<file path="config.mk">
export PLATFORM = sky130hd
export DESIGN_NAME = gpel_top
export DESIGN_NICKNAME = d
export VERILOG_FILES = /design/src/logic/gpel_pkg.sv /design/src/logic/gpel_top.sv
export SDC_FILE = /design/constraint.sdc
export NUM_CORES = 1
export LEC_CHECK = 0
export ABC_AREA = 1
export BUFFER_PORTS_ARGS = -buffer_cell sky130_fd_sc_hd__buf_2
export CORE_UTILIZATION = 53
export DETAILED_ROUTE_END_ITERATION = 10
export GPL_ROUTABILITY_DRIVEN = 0
export PLACE_DENSITY = 0.94
export SETUP_SLACK_MARGIN = 0.4
export SYNTH_ARGS = -nofsm -noshare
export SYNTH_HDL_FRONTEND = slang
export SYNTH_SLANG_ARGS = --single-unit
</file>
<file path="constraint.sdc">
create_clock -name I_CLOCK -period 3.7 [get_ports I_CLOCK]
set_input_delay 0.37 -clock I_CLOCK [delete_from_list [all_inputs] [get_ports I_CLOCK]]
set_output_delay 0.37 -clock I_CLOCK [all_outputs]
set_load 0.005 [all_outputs]
</file>
<file path="src/logic/gpel_pkg.sv">
// General-purpose event logic: register map, field positions, reset values.
// Assumes a 32-bit AXI4-Lite register bus; byte addresses are four times the index.
package gpel_pkg;
	// ****************************************
	// Register indices and address width
	// ****************************************
	localparam logic [7:0]  IDX_BRIDGE_EXT  = 8'ha6;
	localparam logic [7:0]  IDX_PM_DATA     = 8'ha7;
	localparam logic [7:0]  IDX_EV_STATUS   = 8'ha8;
	localparam logic [7:0]  IDX_EV_ENABLE   = 8'haa;
	localparam logic [7:0]  IDX_CTRL        = 8'hb8;
	localparam int          ADDR_W          = 10;
	// ****************************************
	// Fields
	// ****************************************
	localparam int          BIT_BPCC        = 7;
	localparam int          BIT_DEEP_SLEEP  = 6;
	localparam int          BIT_VIDEO       = 15;
	localparam int          BIT_POWER       = 11;
	localparam int          BIT_VPP12       = 8;
	localparam logic [15:0] EVENT_MASK      = 16'h891f;
	localparam logic [7:0]  BRIDGE_EXT_VAL  = 8'hc0;
	localparam logic [7:0]  PM_DATA_VAL     = 8'h00;
	localparam logic [15:0] EV_RESET        = 16'h0000;
	localparam int          N_INPUTS        = 5;
	localparam int          N_TERMS         = 7;
	localparam logic [1:0]  RESP_OKAY       = 2'b00;
	localparam logic [1:0]  RESP_SLVERR     = 2'b10;
endpackage

</file>
<file path="src/logic/gpel_top.sv">
// General-purpose event status/enable logic with AXI4-Lite register access.
// Assumes video, supply and vpp levels arrive synchronous to I_CLOCK; terminals are async.
`timescale 1ns/10ps
`default_nettype none

// Contract
// - Bridge extension bit 7 always reads one; writes ignored.
// - Bridge extension bit 6 always reads one.
// - Reserved bits of all registers read zero.
// - Power management data register always reads zero.
// - Writing one clears a status bit and its output; zero does nothing.
// - Status bits set regardless of enable bits.
// - Status bit 15 sets on any video-port enable change.
// - Status bit 11 sets on any socket supply or vpp change.
// - Status bit 8 sets on vpp request moving to or from 12 volts.
// - Status bits 4..0 set on level changes of their terminals.
// - Event output stays asserted until matching status or its enable cleared, or its terminal stops being general input.
// - Event output not gated by routing; pin enables follow terminals routed for event signalling.
// - Enable 15 lets video change raise the output.
// - Enable 11 lets socket power change raise the output.
// - Enable 8 lets 12 volt request change raise the output.
// - Enables 4..0 raise output only while terminal is general input.
module gpel_top (
	input  wire logic        I_CLOCK,
	input  wire logic        I_NRST,
	input  wire logic [9:0]  I_AWADDR,
	input  wire logic        I_AWVALID,
	output var  logic        O_AWREADY,
	input  wire logic [31:0] I_WDATA,
	input  wire logic [3:0]  I_WSTRB,
	input  wire logic        I_WVALID,
	output var  logic        O_WREADY,
	output var  logic [1:0]  O_BRESP,
	output var  logic        O_BVALID,
	input  wire logic        I_BREADY,
	input  wire logic [9:0]  I_ARADDR,
	input  wire logic        I_ARVALID,
	output var  logic        O_ARREADY,
	output var  logic [31:0] O_RDATA,
	output var  logic [1:0]  O_RRESP,
	output var  logic        O_RVALID,
	input  wire logic        I_RREADY,
	input  wire logic        I_VIDEO_PORT_ENABLE,
	input  wire logic [1:0]  I_SOCKET_VCC,
	input  wire logic [1:0]  I_SOCKET_VPP,
	input  wire logic [4:0]  I_MULTI_TERMINAL,
	input  wire logic [4:0]  I_TERMINAL_IS_INPUT,
	input  wire logic [6:0]  I_TERMINAL_IS_EVENT,
	input  wire logic        I_VPP_IS_12V,
	output var  logic        O_GENERAL_EVENT_OUTPUT,
	output var  logic [6:0]  O_GENERAL_EVENT_PIN_OE
);
	// ****************************************
	// State
	// ****************************************
	typedef struct packed {
		logic        aw_got;
		logic [9:0]  awaddr;
		logic        w_got;
		logic [31:0] wdata;
		logic [3:0]  wstrb;
		logic        bvalid;
		logic [1:0]  bresp;
		logic        rvalid;
		logic [31:0] rdata;
		logic [1:0]  rresp;
		logic [4:0]  sync1;
		logic [4:0]  sync2;
		logic [4:0]  term_prev;
		logic        video_prev;
		logic [3:0]  supply_prev;
		logic        vpp12_prev;
		logic        primed;
		logic [15:0] status;
		logic [15:0] enable;
		logic        event_out;
		logic [6:0]  pin_oe;
		logic        awready;
		logic        wready;
		logic        arready;
		logic [2:0]  term_ready;
	} gpel_state_type;

	// Readies come up high so a request may start at the first edge after reset
	localparam gpel_state_type STATE_RESET = '{
		awready: 1'b1,
		wready:  1'b1,
		arready: 1'b1,
		default: '0
	};

	gpel_state_type s_q;
	gpel_state_type s_d;

	logic [15:0] set_vec;
	logic [15:0] clr_vec;
	logic [15:0] live_enable;
	logic        wr_fire;
	logic [7:0]  wr_idx;
	logic [7:0]  rd_idx;
	logic        wr_hit;
	logic        rd_hit;
	logic [31:0] rd_word;

	always_comb begin
		s_d = s_q;
		set_vec = 16'h0000;
		clr_vec = 16'h0000;
		rd_word = 32'h0000_0000;
		// ****************************************
		// Synchronisers and change detection
		// ****************************************
		s_d.sync1 = I_MULTI_TERMINAL;
		s_d.sync2 = s_q.sync1;
		s_d.term_prev = s_q.sync2;
		s_d.video_prev = I_VIDEO_PORT_ENABLE;
		s_d.supply_prev = {I_SOCKET_VCC, I_SOCKET_VPP};
		s_d.vpp12_prev = I_VPP_IS_12V;
		s_d.primed = 1'b1;
		s_d.term_ready = {s_q.term_ready[1:0], 1'b1};
		// First cycle after reset only seeds the previous samples
		if (s_q.primed) begin
			set_vec[gpel_pkg::BIT_VIDEO] = I_VIDEO_PORT_ENABLE != s_q.video_prev;
			set_vec[gpel_pkg::BIT_POWER] = {I_SOCKET_VCC, I_SOCKET_VPP} != s_q.supply_prev;
			set_vec[gpel_pkg::BIT_VPP12] = I_VPP_IS_12V != s_q.vpp12_prev;
		end
		// Terminal compare waits for the sync chain to fill after reset,
		// else a pin held high would look like an edge; a pin edge after the
		// first sampling edge is still flagged once the chain fills
		if (s_q.term_ready[2]) begin
			set_vec[gpel_pkg::N_INPUTS-1:0] = s_q.sync2 ^ s_q.term_prev;
		end
		// ****************************************
		// AXI4-Lite write
		// ****************************************
		if (I_AWVALID && s_q.awready) begin
			s_d.aw_got = 1'b1;
			s_d.awaddr = I_AWADDR;
		end
		if (I_WVALID && s_q.wready) begin
			s_d.w_got = 1'b1;
			s_d.wdata = I_WDATA;
			s_d.wstrb = I_WSTRB;
		end
		wr_fire = s_q.aw_got && s_q.w_got && !s_q.bvalid;
		wr_idx = s_q.awaddr[gpel_pkg::ADDR_W-1:2];
		wr_hit = wr_idx == gpel_pkg::IDX_EV_STATUS || wr_idx == gpel_pkg::IDX_EV_ENABLE
			|| wr_idx == gpel_pkg::IDX_BRIDGE_EXT || wr_idx == gpel_pkg::IDX_PM_DATA;
		if (wr_fire) begin
			s_d.aw_got = 1'b0;
			s_d.w_got = 1'b0;
			s_d.bvalid = 1'b1;
			s_d.bresp = wr_hit ? gpel_pkg::RESP_OKAY : gpel_pkg::RESP_SLVERR;
			if (wr_idx == gpel_pkg::IDX_EV_STATUS) begin
				clr_vec = {s_q.wstrb[1] ? s_q.wdata[15:8] : 8'h00,
					s_q.wstrb[0] ? s_q.wdata[7:0] : 8'h00};
			end
			if (wr_idx == gpel_pkg::IDX_EV_ENABLE) begin
				if (s_q.wstrb[0]) begin
					s_d.enable[7:0] = s_q.wdata[7:0] & gpel_pkg::EVENT_MASK[7:0];
				end
				if (s_q.wstrb[1]) begin
					s_d.enable[15:8] = s_q.wdata[15:8] & gpel_pkg::EVENT_MASK[15:8];
				end
			end
		end
		if (s_q.bvalid && I_BREADY) begin
			s_d.bvalid = 1'b0;
		end
		// ****************************************
		// Status and event output
		// ****************************************
		// Set wins over a same-cycle clear, so no change is lost
		s_d.status = ((s_q.status & ~clr_vec) | set_vec) & gpel_pkg::EVENT_MASK;
		live_enable = s_q.enable & {11'h7ff, I_TERMINAL_IS_INPUT};
		s_d.event_out = |(s_d.status & live_enable);
		s_d.pin_oe = I_TERMINAL_IS_EVENT;
		// ****************************************
		// AXI4-Lite read
		// ****************************************
		rd_idx = I_ARADDR[gpel_pkg::ADDR_W-1:2];
		rd_hit = 1'b1;
		case (rd_idx)
			gpel_pkg::IDX_BRIDGE_EXT: rd_word = {24'h00_0000, gpel_pkg::BRIDGE_EXT_VAL};
			gpel_pkg::IDX_PM_DATA:    rd_word = {24'h00_0000, gpel_pkg::PM_DATA_VAL};
			gpel_pkg::IDX_EV_STATUS:  rd_word = {16'h0000, s_q.status};
			gpel_pkg::IDX_EV_ENABLE:  rd_word = {16'h0000, s_q.enable};
			gpel_pkg::IDX_CTRL:       rd_word = {25'h000_0000, I_TERMINAL_IS_EVENT};
			default:                  rd_hit = 1'b0;
		endcase
		if (I_ARVALID && s_q.arready) begin
			s_d.rvalid = 1'b1;
			s_d.rdata = rd_word;
			s_d.rresp = rd_hit ? gpel_pkg::RESP_OKAY : gpel_pkg::RESP_SLVERR;
		end else if (s_q.rvalid && I_RREADY) begin
			s_d.rvalid = 1'b0;
		end
		// Readies kept as flops of their own so every port leaves a register
		s_d.awready = !s_d.aw_got;
		s_d.wready = !s_d.w_got;
		s_d.arready = !s_d.rvalid;
	end

	always_ff @(posedge I_CLOCK or negedge I_NRST) begin
		if (!I_NRST) begin
			s_q <= STATE_RESET;
		end else begin
			s_q <= s_d;
		end
	end

	// ****************************************
	// Outputs
	// ****************************************
	assign O_AWREADY = s_q.awready;
	assign O_WREADY = s_q.wready;
	assign O_BVALID = s_q.bvalid;
	assign O_BRESP = s_q.bresp;
	assign O_ARREADY = s_q.arready;
	assign O_RVALID = s_q.rvalid;
	assign O_RDATA = s_q.rdata;
	assign O_RRESP = s_q.rresp;
	assign O_GENERAL_EVENT_OUTPUT = s_q.event_out;
	assign O_GENERAL_EVENT_PIN_OE = s_q.pin_oe;
endmodule

`default_nettype wire

</file>
=== Word-level counts from Yosys, hierarchy flattened ===
Cells that the tools add are included.

* Equal/unequal tests: 12
* Mux-type cells: 20
* Bitwise gates (word level): 6
* Reductions and logical operators: 19

{| class="wikitable"
|+ Operators by type and width
! kind !! count
|-
| $eq A8 B8 Y1 const B || 9
|-
| $pmux W16 S4 || 1
|-
| $and A16 B16 Y16 || 3
|-
| $mux W37 || 1
|-
| $mux W16 || 2
|-
| $mux W8 || 2
|-
| $not A16 Y16 || 1
|-
| $or A16 B16 Y16 || 1
|-
| $reduce_or A16 Y1 || 1
|-
| $mux W11 || 1
|-
| $mux W1 || 9
|-
| $logic_and A1 B1 Y1 || 7
|-
| $reduce_and A3 Y1 || 2
|-
| $mux W5 || 1
|-
| $reduce_or A5 Y1 || 1
|-
| $xor A5 B5 Y5 || 1
|-
| $logic_not A1 Y1 || 4
|-
| $mux W2 || 2
|-
| $ne A4 B4 Y1 || 1
|-
| $logic_or A1 B1 Y1 || 3
|-
| $mux W3 || 1
|-
| $ne A1 B1 Y1 || 2
|-
| $reduce_bool A2 Y1 || 1
|}

* Register bits: 138
* Input port bits: 86
* Output and inout bits: 49
* Word-level logic and storage cells: 83

=== Logic depth before layout (Yosys ltp) ===
Gate-level depths: netlist (run 1).

* Depth in word-level cells: 8
* Gate-level depth with buffers: 11
* Mapped depth without buffers: 11

=== Worst setup path before layout (run 1) ===
OpenSTA, ideal clock, no wires.

* Path type: flip-flop to flip-flop
* Start: register s_q, in the netlist O_BVALID
* End: register s_q, in the netlist O_GENERAL_EVENT_OUTPUT
* Library setup time: 0.119 ns
* Arrival time: 1.164 ns
* Required time: 3.581 ns
* Slack: 2.417 ns
* Cell stages (with the launch flop): 11
* Path buffers: 0
* Period minus slack after synthesis: 1.283 ns
* Cells stage by stage: dfrtp_1 > inv_1 > nand3_2 > nor2_4 > nand3_1 > nand2_1 > nand2_2 > nand2_1 > nand2_1 > nor2_1 > nand2_1

{| class="wikitable"
|+ RTL lines
! item !! RTL line !! source
|-
| from (decl) || gpel_top.sv:92 || <nowiki>gpel_state_type s_q;</nowiki>
|-
| from (signal assigned) || gpel_top.sv:206 || <nowiki>s_q <= STATE_RESET;</nowiki>
|-
| from (signal assigned) || gpel_top.sv:208 || <nowiki>s_q <= s_d;</nowiki>
|}

==> metrics.cfg, run 1 <==
[synthesis]
synthTopCellsByArea = dfrtp_1 56%, nand2_1 13%, buf_4 8.7%
synth.distinct_cells = 26
synthArstFlopShare_pct = 100
netlist.area_leader.share_pct = 56.0
seq_area_frac_synth_pct = 58.1
synth_edf_count = 0
ys.flop_type = dfrtp_1
ys_ff_latch = 86
yosysWarningCount = 0
syn_area_um2 = 3710
post_synth_inst_count = 395
yosysTopAreaCell = dfrtp_1
syn_avg_cell_area_um2 = 9.40

[finish]
areaGrowthSynthToFinish_pct = 14.1
drive_above_1_share_pct = 26.5
final_cells = 564
fin_nets = 549
final_common_cell = nand2_1
diodes = 0
mostFrequentLayoutCells = 127 x nand2_1, 83 x dfrtp_1, 80 x buf_2

[setup_path]
worstSetupEndpointType = register
required_ns = 3.95
cp-start-kind = register
criticalPathCategory = reg -> reg
critical_path_arrival_ns = 1.76
r2r_setup_slack_ns = 2.19
cp_max_fo = 16

[sta]
tns_ns = 0
period_needed_ns = 1.51
rsz0062_at_grt = no
setup_viol = 0
hold_slack_ns = 0.115
worstMarginPinSlew_ns = 1.03
maxSlewHeadroom_pct = 31.3
skew_ns = 0.00737
finalHoldViolCount = 0
fin_ws_ns = 2.19
fmax_mhz = 662
finalCritPeriodShare_pct = 40.9
drv_slew = 0

[cts]
numClockSinks = 86
ctsResizeCount = 0
ctsHoldBuffers = 0
cts-root-buf = clkbuf_8
cts.path.max_buffers = 2
path_clk_slew_ns = 0.08
clkLatencyLatePin_ns = 0.35
cts_tree = done
cts_inserted_buffers = 9
htreeDepth = 3
postCtsSetupRepairBufs = 0

[power]
power_uw = 2370
ir_drop_uv = 353
power_leakage_uw = 0.00224
powerDensity_nw_per_um2 = 561

[floorplanning]
start_util_pct = 54.6
die_area_um2 = 7340
boundaryPins = 135
coreArea_um2 = 6790
die_h_um = 85.7
rows = 30
dieWidth_um = 85.7

[routing]
num_vias = 2684
wl_um = 6800
firstDrtPassIters = 4
antenna_left = 0
drt-initial-drc-count = 153
drc = 0
viasPerCell = 4.76
avgRoutedWirePerCell_um = 12.1

[global_routing]
grt_antenna_before_repair = 0
grt_max_degree = 87
grt_pass1_vias = 2492
track_usage_pct = 20.6
grt_overflow = 0
grt_pass1_wl_um = 11500

[place]
dp.final_hpwl_um = 4890
numPortBuffers = 81
preCtsSetupSlack_ns = 2.07
place_inst = 548

[hold_path]
worstHoldPathType = in -> reg

[job]
cap_viol_max_count = 0

[run_status]
status = completed

==> cell usage after synthesis (3+ instances only) <==
library cell and instances:
nand3_1 29, o21ai_0 18, o21ai_1 8, nand2_2 6, a21oi_1 3, or2_2 7
buf_4 43, xor2_1 4, nand2_1 127, nor2_1 9, dfstp_2 3, inv_1 29
nor2_4 4, nor2_2 3, a22o_1 3, dfrtp_1 83, clkbuf_1 3
==> area by class of cell <==
type / instances / area [um^2]
Clock buffer: 11 / 141
Clock inverter: 5 / 106
Fill cell: 538 / 2560
Inverter: 32 / 120
Multi-Input combinational cell: 253 / 1180
Sequential cell: 86 / 2160
Tap cell: 96 / 120
Timing Repair Buffer: 81 / 408
==> critical path, cell delays in order (launching register included) <==
cell      delay, ns
dfstp_2        0.37
nand2_1        0.35
clkinv_1       0.37
a21oi_1        0.26
inv_1          0.05
==> where the power goes <==
part | internal, uW | switching [uW]
Clock | 468 | 318
Combinational | 134 | 257
Sequential | 1100 | 94.2
Total | 1710 | 669
==> logic make-up after synthesis <==
| family | share of synthesized area [%] |
|---|---|
| flip-flops | 58.1 |
| XOR/XNOR | 0.944 |
| other | 0.202 |
| buffers and inverters | 12.2 |
| AO/OA/AOI/OAI | 4.99 |
| AND/OR/NAND/NOR | 23.5 |
==> flip-flops by register name, indices dropped and copies added (netlist names) <==
register,cells
O_RVALID,1
s_d,12
O_WREADY,1
O_ARREADY,1
O_BRESP,1
O_BVALID,1
O_RDATA,11
O_AWREADY,1
O_GENERAL_EVENT_PIN_OE,7
O_GENERAL_EVENT_OUTPUT,1
O_RRESP,1
s_q,48
==> worst paths after layout <==
kind / from / endpoint / cells after the start
min: I_MULTI_TERMINAL[3] / s_d[61]$_DFF_PN0_ / 1
max reg2reg: O_ARREADY$_DFF_PN1_ / O_RVALID$_DFF_PN0_ / 4
max in group asynchronous: I_NRST / s_q[118]$_DFFE_PN0P_ / 1
min reg2reg: s_d[61]$_DFF_PN0_ / s_d[56]$_DFF_PN0_ / 0
min in group asynchronous: I_NRST / O_RDATA[2]$_DFFE_PN0P_ / 1
max: O_ARREADY$_DFF_PN1_ / O_RVALID$_DFF_PN0_ / 4
==> metal layers <==
| layer | global-route usage, % | vias to the layer above | wire length [um] |
|---|---|---|---|
| met1 | 24.8 | 1256 | 2940 |
| met3 | 6.74 | 11 | 383 |
| met4 | 6.67 | 0 | 91 |
| met5 | 0 | - | 0 |
| li1 | - | 1315 | - |
| met2 | 35.1 | 102 | 3380 |
==> through the flow <==
step	utilization, %	instance area (um^2)
global route	62.3	4240
global placement	58.7	3990
floorplan	-	3790
detailed placement	58.7	3990
finish	62.3	4240
CTS	62.3	4240
Note: power is estimated with default switching activity, not from simulation.
==> run 2: changes to the inputs <==
--- a/config.mk
+++ b/config.mk
@@ -7,10 +7,10 @@
 export LEC_CHECK = 0
 export ABC_AREA = 1
 export BUFFER_PORTS_ARGS = -buffer_cell sky130_fd_sc_hd__buf_2
-export CORE_UTILIZATION = 53
+export CORE_UTILIZATION = 45
 export DETAILED_ROUTE_END_ITERATION = 10
 export GPL_ROUTABILITY_DRIVEN = 0
-export PLACE_DENSITY = 0.94
+export PLACE_DENSITY = 0.86
 export SETUP_SLACK_MARGIN = 0.4
 export SYNTH_ARGS = -nofsm -noshare
 export SYNTH_HDL_FRONTEND = slang
==> constraint.sdc (replaced) <==
create_clock -name I_CLOCK -period 1.36 [get_ports I_CLOCK]
set_input_delay 0.136 -clock I_CLOCK [delete_from_list [all_inputs] [get_ports I_CLOCK]]
set_output_delay 0.136 -clock I_CLOCK [all_outputs]
set_load 0.005 [all_outputs]
==> metrics.cfg, run 2 (synthesized netlist as in run 1, its figures left out) <==
[global_routing]
grt_pass1_vias = 3032  ; +22%
grt_antenna_before_repair = 0  ; unchanged
grt_max_degree = 87  ; unchanged
track_usage_pct = 21.3  ; +0.76 points
grt_pass1_wl_um = 13800  ; +20%
grt_overflow = 0  ; unchanged

[hold_path]
worstHoldPathType = in -> reg
holdCritStartpoint = I_WDATA[0]

[cts]
path_clk_slew_ns = 0.08  ; about the same
cts.path.max_buffers = 2  ; unchanged
numClockSinks = 86  ; unchanged
cts_inserted_buffers = 9  ; unchanged
cts_tree = done
htreeDepth = 3  ; unchanged
cts-root-buf = clkbuf_8
clkLatencyLatePin_ns = 0.36  ; about the same

[floorplanning]
boundaryPins = 135  ; unchanged
rows = 32  ; +6.7%
coreArea_um2 = 7850  ; +16%
die_h_um = 92.8  ; +8.3%
start_util_pct = 47.3  ; -7.3 points
die_area_um2 = 8610  ; +17%
dieWidth_um = 92.8  ; +8.3%

[setup_path]
cp-start-kind = register
crit_chain = nor2_2 -> nand2_2 -> nor2_4 -> buf_12 -> nand3_2 -> nand2_2 -> nand2_2 -> nand2_1 -> nand2_1 -> nor2_2 -> nand2_1
critical_path_arrival_ns = 1.75  ; about the same
crit_start = s_q[151]$_DFFE_PN0P_
criticalPathCategory = reg -> reg
r2r_setup_slack_ns = -0.15  ; -2.34 ns
rr_endpoint = O_GENERAL_EVENT_OUTPUT$_DFF_PN0_
endpoint = O_GENERAL_EVENT_OUTPUT$_DFF_PN0_
rr_worst_depth = 11  ; +7
crit_path_top_delay_cell = dfrtp_1
worstSetupEndpointType = register
reg2reg_from = s_q[151]$_DFFE_PN0P_
cp_max_fo = 8  ; -8
required_ns = 1.60  ; -2.35 ns
crit_path_max_incr_delay_ns = 0.39  ; +0.02 ns

[routing]
drt-initial-drc-count = 169  ; +10%
num_vias = 3082  ; +15%
firstDrtPassIters = 4  ; unchanged
avgRoutedWirePerCell_um = 14.3  ; +18%
wl_um = 9290  ; +37%
viasPerCell = 4.73  ; -0.52%
antenna_left = 0  ; unchanged
drc = 0  ; unchanged

[finish]
final_cells = 651  ; +15%
areaGrowthSynthToFinish_pct = 47.0
finalCoreUtilization_pct = 69.5  ; +7.2 points
diodes = 0  ; unchanged
fin_nets = 631  ; +15%
n_fill_cell = 587  ; +9.1%
mostFrequentLayoutCells = 83 x dfrtp_1, 78 x buf_2, 68 x nand2_1
drive_above_1_share_pct = 46.4  ; +20 points
largest_register_ff_count = 48  ; unchanged
multi_input_area_um2 = 1610  ; +36%
final_common_cell = dfrtp_1
finalInstanceArea_um2 = 5460  ; +29%
top_register = s_q
seqCellArea_um2 = 2160  ; unchanged

[sta]
skew_ns = 0.0117  ; +0.00428 ns
drv_slew = 0  ; unchanged
period_needed_ns = 1.51  ; -0.00366 ns
setup_viol = 9  ; +9
finalHoldViolCount = 0  ; unchanged
fin_ws_ns = -0.148  ; -2.34 ns
fmax_mhz = 663  ; +0.24%
rsz0062_at_grt = yes
hold_slack_ns = 0.0120  ; -0.103 ns
finalCritPeriodShare_pct = 111  ; +70 points

[place]
dp.final_hpwl_um = 5300  ; +8.3%
place_area_um2 = 4150  ; +4.2%
place_inst = 567  ; +3.5%
numPortBuffers = 81  ; unchanged

[job]
cap_viol_max_count = 0  ; unchanged

[power]
powerDensity_nw_per_um2 = 1350  ; +140%
ir_drop_uv = 1130  ; +220%
power_leakage_uw = 0.00278  ; +24%

[run_status]
status = finished, violations left
violations = negative setup slack

## run 2: metrics by stage
stage / power, uW / setup TNS (ns) / worst slack [ns]
2_1_floorplan: 4100 / 0 / 0.0846
3_3_place_gp: 4500 / -0.0834 / -0.0834
3_5_place_dp: 4580 / -0.255 / -0.111
4_1_cts: 7000 / -0.698 / -0.117
5_1_grt: 7780 / -1.46 / -0.253
6_report: 7380 / -0.758 / -0.148
## run 2: layout make-up
type,count,area share [%]
well taps,102,2.34
inverters,32,2.98
repair buffers,154,20.6
clock inverters,3,1.24
clock buffers,12,2.84
multi-input cells,257,29.6
flip-flops and latches,86,39.5
repair inverters,5,0.917
## run 2: timing repair
item,in CTS,in global routing
hold buffers,35,0
endpoints found under the hold margin,117,0
pin swaps,11,43
cloned,7,2
buffers inserted,14,11
gates resized for setup,48,85
endpoints found under the setup margin,78,76
## run 2: per-layer routing
| layer | vias up | GRT usage [%] | part of all wire, % |
|---|---|---|---|
| met1 | 1479 | 24.5 | 38 |
| met4 | 0 | 8.21 | 2.0 |
| li1 | 1484 | - | - |
| met3 | 15 | 5.50 | 5.8 |
| met5 | - | 0 | 0 |
| met2 | 104 | 37.8 | 54 |
## run 2: how the worst min path moves through the flow
stage	endpoint	cells past startpoint	slack (ns)
3_3_place_gp	O_GENERAL_EVENT_PIN_OE[2]$_DFF_PN0_	2	0.20
4_1_cts	s_q[110]$_DFFE_PN0P_	3	0.005
3_5_place_dp	s_q[55]$_DFF_PN0_	2	0.21
5_1_grt	s_q[110]$_DFFE_PN0P_	3	0.004
2_1_floorplan	O_BRESP[1]$_DFFE_PN0P_	0	-0.16
6_report	s_q[110]$_DFFE_PN0P_	3	0.01
## run 2: power by group
group,switching [uW],total [uW],internal (uW)
clock network,873,2000,1130
registers,296,3300,3000
logic,1130,2080,952
total,2300,7380,5080
## run 2: critical path: cells and delay by family, from the launching register on
| kind | cells | cell delay [ns] |
|---|---|---|
| simple gates | 10 | 0.86 |
| buf+inv | 1 | 0.14 |
| flops | 1 | 0.39 |
==> run 3: changes to the inputs <==
--- a/config.mk
+++ b/config.mk
@@ -7,10 +7,10 @@
 export LEC_CHECK = 0
 export ABC_AREA = 1
 export BUFFER_PORTS_ARGS = -buffer_cell sky130_fd_sc_hd__buf_2
-export CORE_UTILIZATION = 45
+export CORE_UTILIZATION = 46
 export DETAILED_ROUTE_END_ITERATION = 10
 export GPL_ROUTABILITY_DRIVEN = 0
-export PLACE_DENSITY = 0.86
+export PLACE_DENSITY = 0.84
 export SETUP_SLACK_MARGIN = 0.4
 export SYNTH_ARGS = -nofsm -noshare
 export SYNTH_HDL_FRONTEND = slang
==> constraint.sdc (replaced) <==
create_clock -name I_CLOCK -period 1.6 [get_ports I_CLOCK]
set_input_delay 0.16 -clock I_CLOCK [delete_from_list [all_inputs] [get_ports I_CLOCK]]
set_output_delay 0.16 -clock I_CLOCK [all_outputs]
set_load 0.005 [all_outputs]
==> metrics.cfg, run 3 (synthesized netlist as in run 1, its figures left out) <==
[sta]
finalHoldViolCount = 0  ; unchanged
fmax_mhz = 658  ; -0.83%
skew_ns = 0.00831  ; -0.00334 ns
maxSlewHeadroom_pct = 64.5
rsz0062_at_grt = yes
period_needed_ns = 1.52  ; +0.0127 ns
finalCritPeriodShare_pct = 95.0  ; -16 points
tns_ns = 0  ; +0.758 ns
setup_viol = 0  ; -9
worstMarginPinSlew_ns = 0.532
drv_slew = 0  ; unchanged
fin_ws_ns = 0.0793  ; +0.227 ns
hold_slack_ns = 0.0192  ; +0.00711 ns

[routing]
firstDrtPassIters = 4  ; unchanged
antenna_left = 0  ; unchanged
avgRoutedWirePerCell_um = 12.5  ; -13%
viasPerCell = 4.60  ; -2.9%
num_vias = 2813  ; -8.7%
drc = 0  ; unchanged
drt-initial-drc-count = 102  ; -40%
wl_um = 7620  ; -18%

[finish]
areaGrowthSynthToFinish_pct = 26.8
n_fill_cell = 671  ; +14%
mostFrequentLayoutCells = 115 x nand2_1, 83 x dfrtp_1, 80 x buf_2
multi_input_area_um2 = 1270  ; -21%
final_cells = 612  ; -6.0%
final_common_cell = nand2_1
fin_nets = 591  ; -6.3%
finalInstanceArea_um2 = 4700  ; -14%
seqCellArea_um2 = 2160  ; unchanged
top_register = s_q
largest_register_ff_count = 48  ; unchanged
drive_above_1_share_pct = 31.6  ; -15 points
diodes = 0  ; unchanged

[cts]
cts_inserted_buffers = 9  ; unchanged
cts-root-buf = clkbuf_8
cts_tree = done
htreeDepth = 3  ; unchanged
path_clk_slew_ns = 0.09  ; about the same
numClockSinks = 86  ; unchanged
cts.path.max_buffers = 2  ; unchanged
clkLatencyLatePin_ns = 0.36  ; about the same

[place]
place_area_um2 = 4060  ; -2.3%
numPortBuffers = 81  ; unchanged
place_inst = 558  ; -1.6%
preCtsSetupSlack_ns = 0.109  ; +0.220 ns
dp.final_hpwl_um = 5140  ; -3.1%

[global_routing]
track_usage_pct = 19.5  ; -1.8 points
grt_antenna_before_repair = 0  ; unchanged
grt_pass1_wl_um = 12600  ; -8.6%
grt_max_degree = 41  ; -53%
grt_pass1_vias = 2842  ; -6.3%
grt_overflow = 0  ; unchanged

[floorplanning]
start_util_pct = 47.8  ; +0.49 points
dieWidth_um = 91.8  ; -1.1%
coreArea_um2 = 7770  ; -1.0%
die_h_um = 91.8  ; -1.1%
rows = 32  ; unchanged
die_area_um2 = 8430  ; -2.1%
boundaryPins = 135  ; unchanged

[setup_path]
worstSetupEndpointType = register
required_ns = 1.85  ; +0.25 ns
cp-start-kind = register
crit_path_max_incr_delay_ns = 0.42  ; +0.03 ns
critPathMostFrequentCell = nand2_1
cp_max_fo = 8  ; unchanged
crit_chain = nor2_4 -> nand2_2 -> nor2_4 -> nand3_2 -> nand2_1 -> nand2_1 -> nand2_1 -> nand2_1 -> nor2_1 -> nand2_1
criticalPathCategory = reg -> reg
crit_path_top_delay_cell = dfrtp_1
critical_path_arrival_ns = 1.77  ; +0.02 ns

[power]
ir_drop_uv = 795  ; -30%
powerDensity_nw_per_um2 = 1160  ; -14%
power_leakage_uw = 0.00242  ; -13%

[run_status]
status = completed

[hold_path]
worstHoldPathType = in -> reg

[job]
cap_viol_max_count = 0  ; unchanged

## run 3: cell count changes in the layout (fill, tap and decap cells not counted), sizes merged
cell | before | now
buf | 119 | 90
bufinv | 2 | 1
clkbuf | 12 | 10
clkinv | 3 | 6
dlygate4sd3 | 35 | 31
inv | 31 | 29
nand2 | 136 | 133
nor2 | 17 | 16
## run 3: stage by stage
| stage | util [%] | total power, uW |
|---|---|---|
| global route | 60.6 | 5800 |
| finish | 60.6 | 5460 |
| detailed placement | 52.3 | 3740 |
| CTS | 59.2 | 5380 |
| floorplan | - | 3430 |
| global placement | 52.3 | 3680 |
## run 3: where the power goes
part           switching, uW  total, uW  internal (uW)
clock network            768       1530            758
logic                    685       1140            458
registers                244       2790           2550
## run 3: area by class of cell
class	count	area share (%)
sequential	86	45.8
multi-input combinational	253	27.0
timing repair buffer	121	17.2
clock buffer	10	2.93
tap	102	2.71
inverter	32	2.66
clock inverter	6	1.30
timing repair inverter	2	0.319
## run 3: worst max-delay path: cells and delay by family, from the launching register on
| kind | cells | cell delay (ns) |
|---|---|---|
| AND/OR/NAND/NOR | 10 | 1.00 |
| flip-flops | 1 | 0.42 |
## run 3: final timing paths
path,from,to,slack (ns),cells past startpoint
setup / recovery,s_q[147]$_DFFE_PN0P_,O_GENERAL_EVENT_OUTPUT$_DFF_PN0_,0.08,10
hold / removal,I_WDATA[3],s_q[113]$_DFFE_PN0P_,0.02,3
setup reg to reg,s_q[147]$_DFFE_PN0P_,O_GENERAL_EVENT_OUTPUT$_DFF_PN0_,0.08,10
hold reg to reg,s_d[59]$_DFF_PN0_,s_d[54]$_DFF_PN0_,0.35,0
max in group asynchronous,I_NRST,s_q[111]$_DFFE_PN0P_,0.75,3
min in group asynchronous,I_NRST,O_RDATA[5]$_DFFE_PN0P_,0.34,2
## run 3: metal layers
layer / GRT usage [%] / vias to the layer above / wire (um)
met5: 0 / - / 0
met4: 8.98 / 0 / 228
met3: 4.73 / 18 / 355
met2: 32.8 / 90 / 3760
met1: 23.9 / 1308 / 3280
li1: - / 1397 / -
## run 3: what timing repair did
action                                 in CTS  in global routing
resized for setup                           7                 21
buffers inserted                            1                  4
hold buffers                               31                  0
pin swaps                                   4                 12
endpoints found under the hold margin      65                  0
gates cloned                                0                  2
setup endpoints to repair                  31                 39
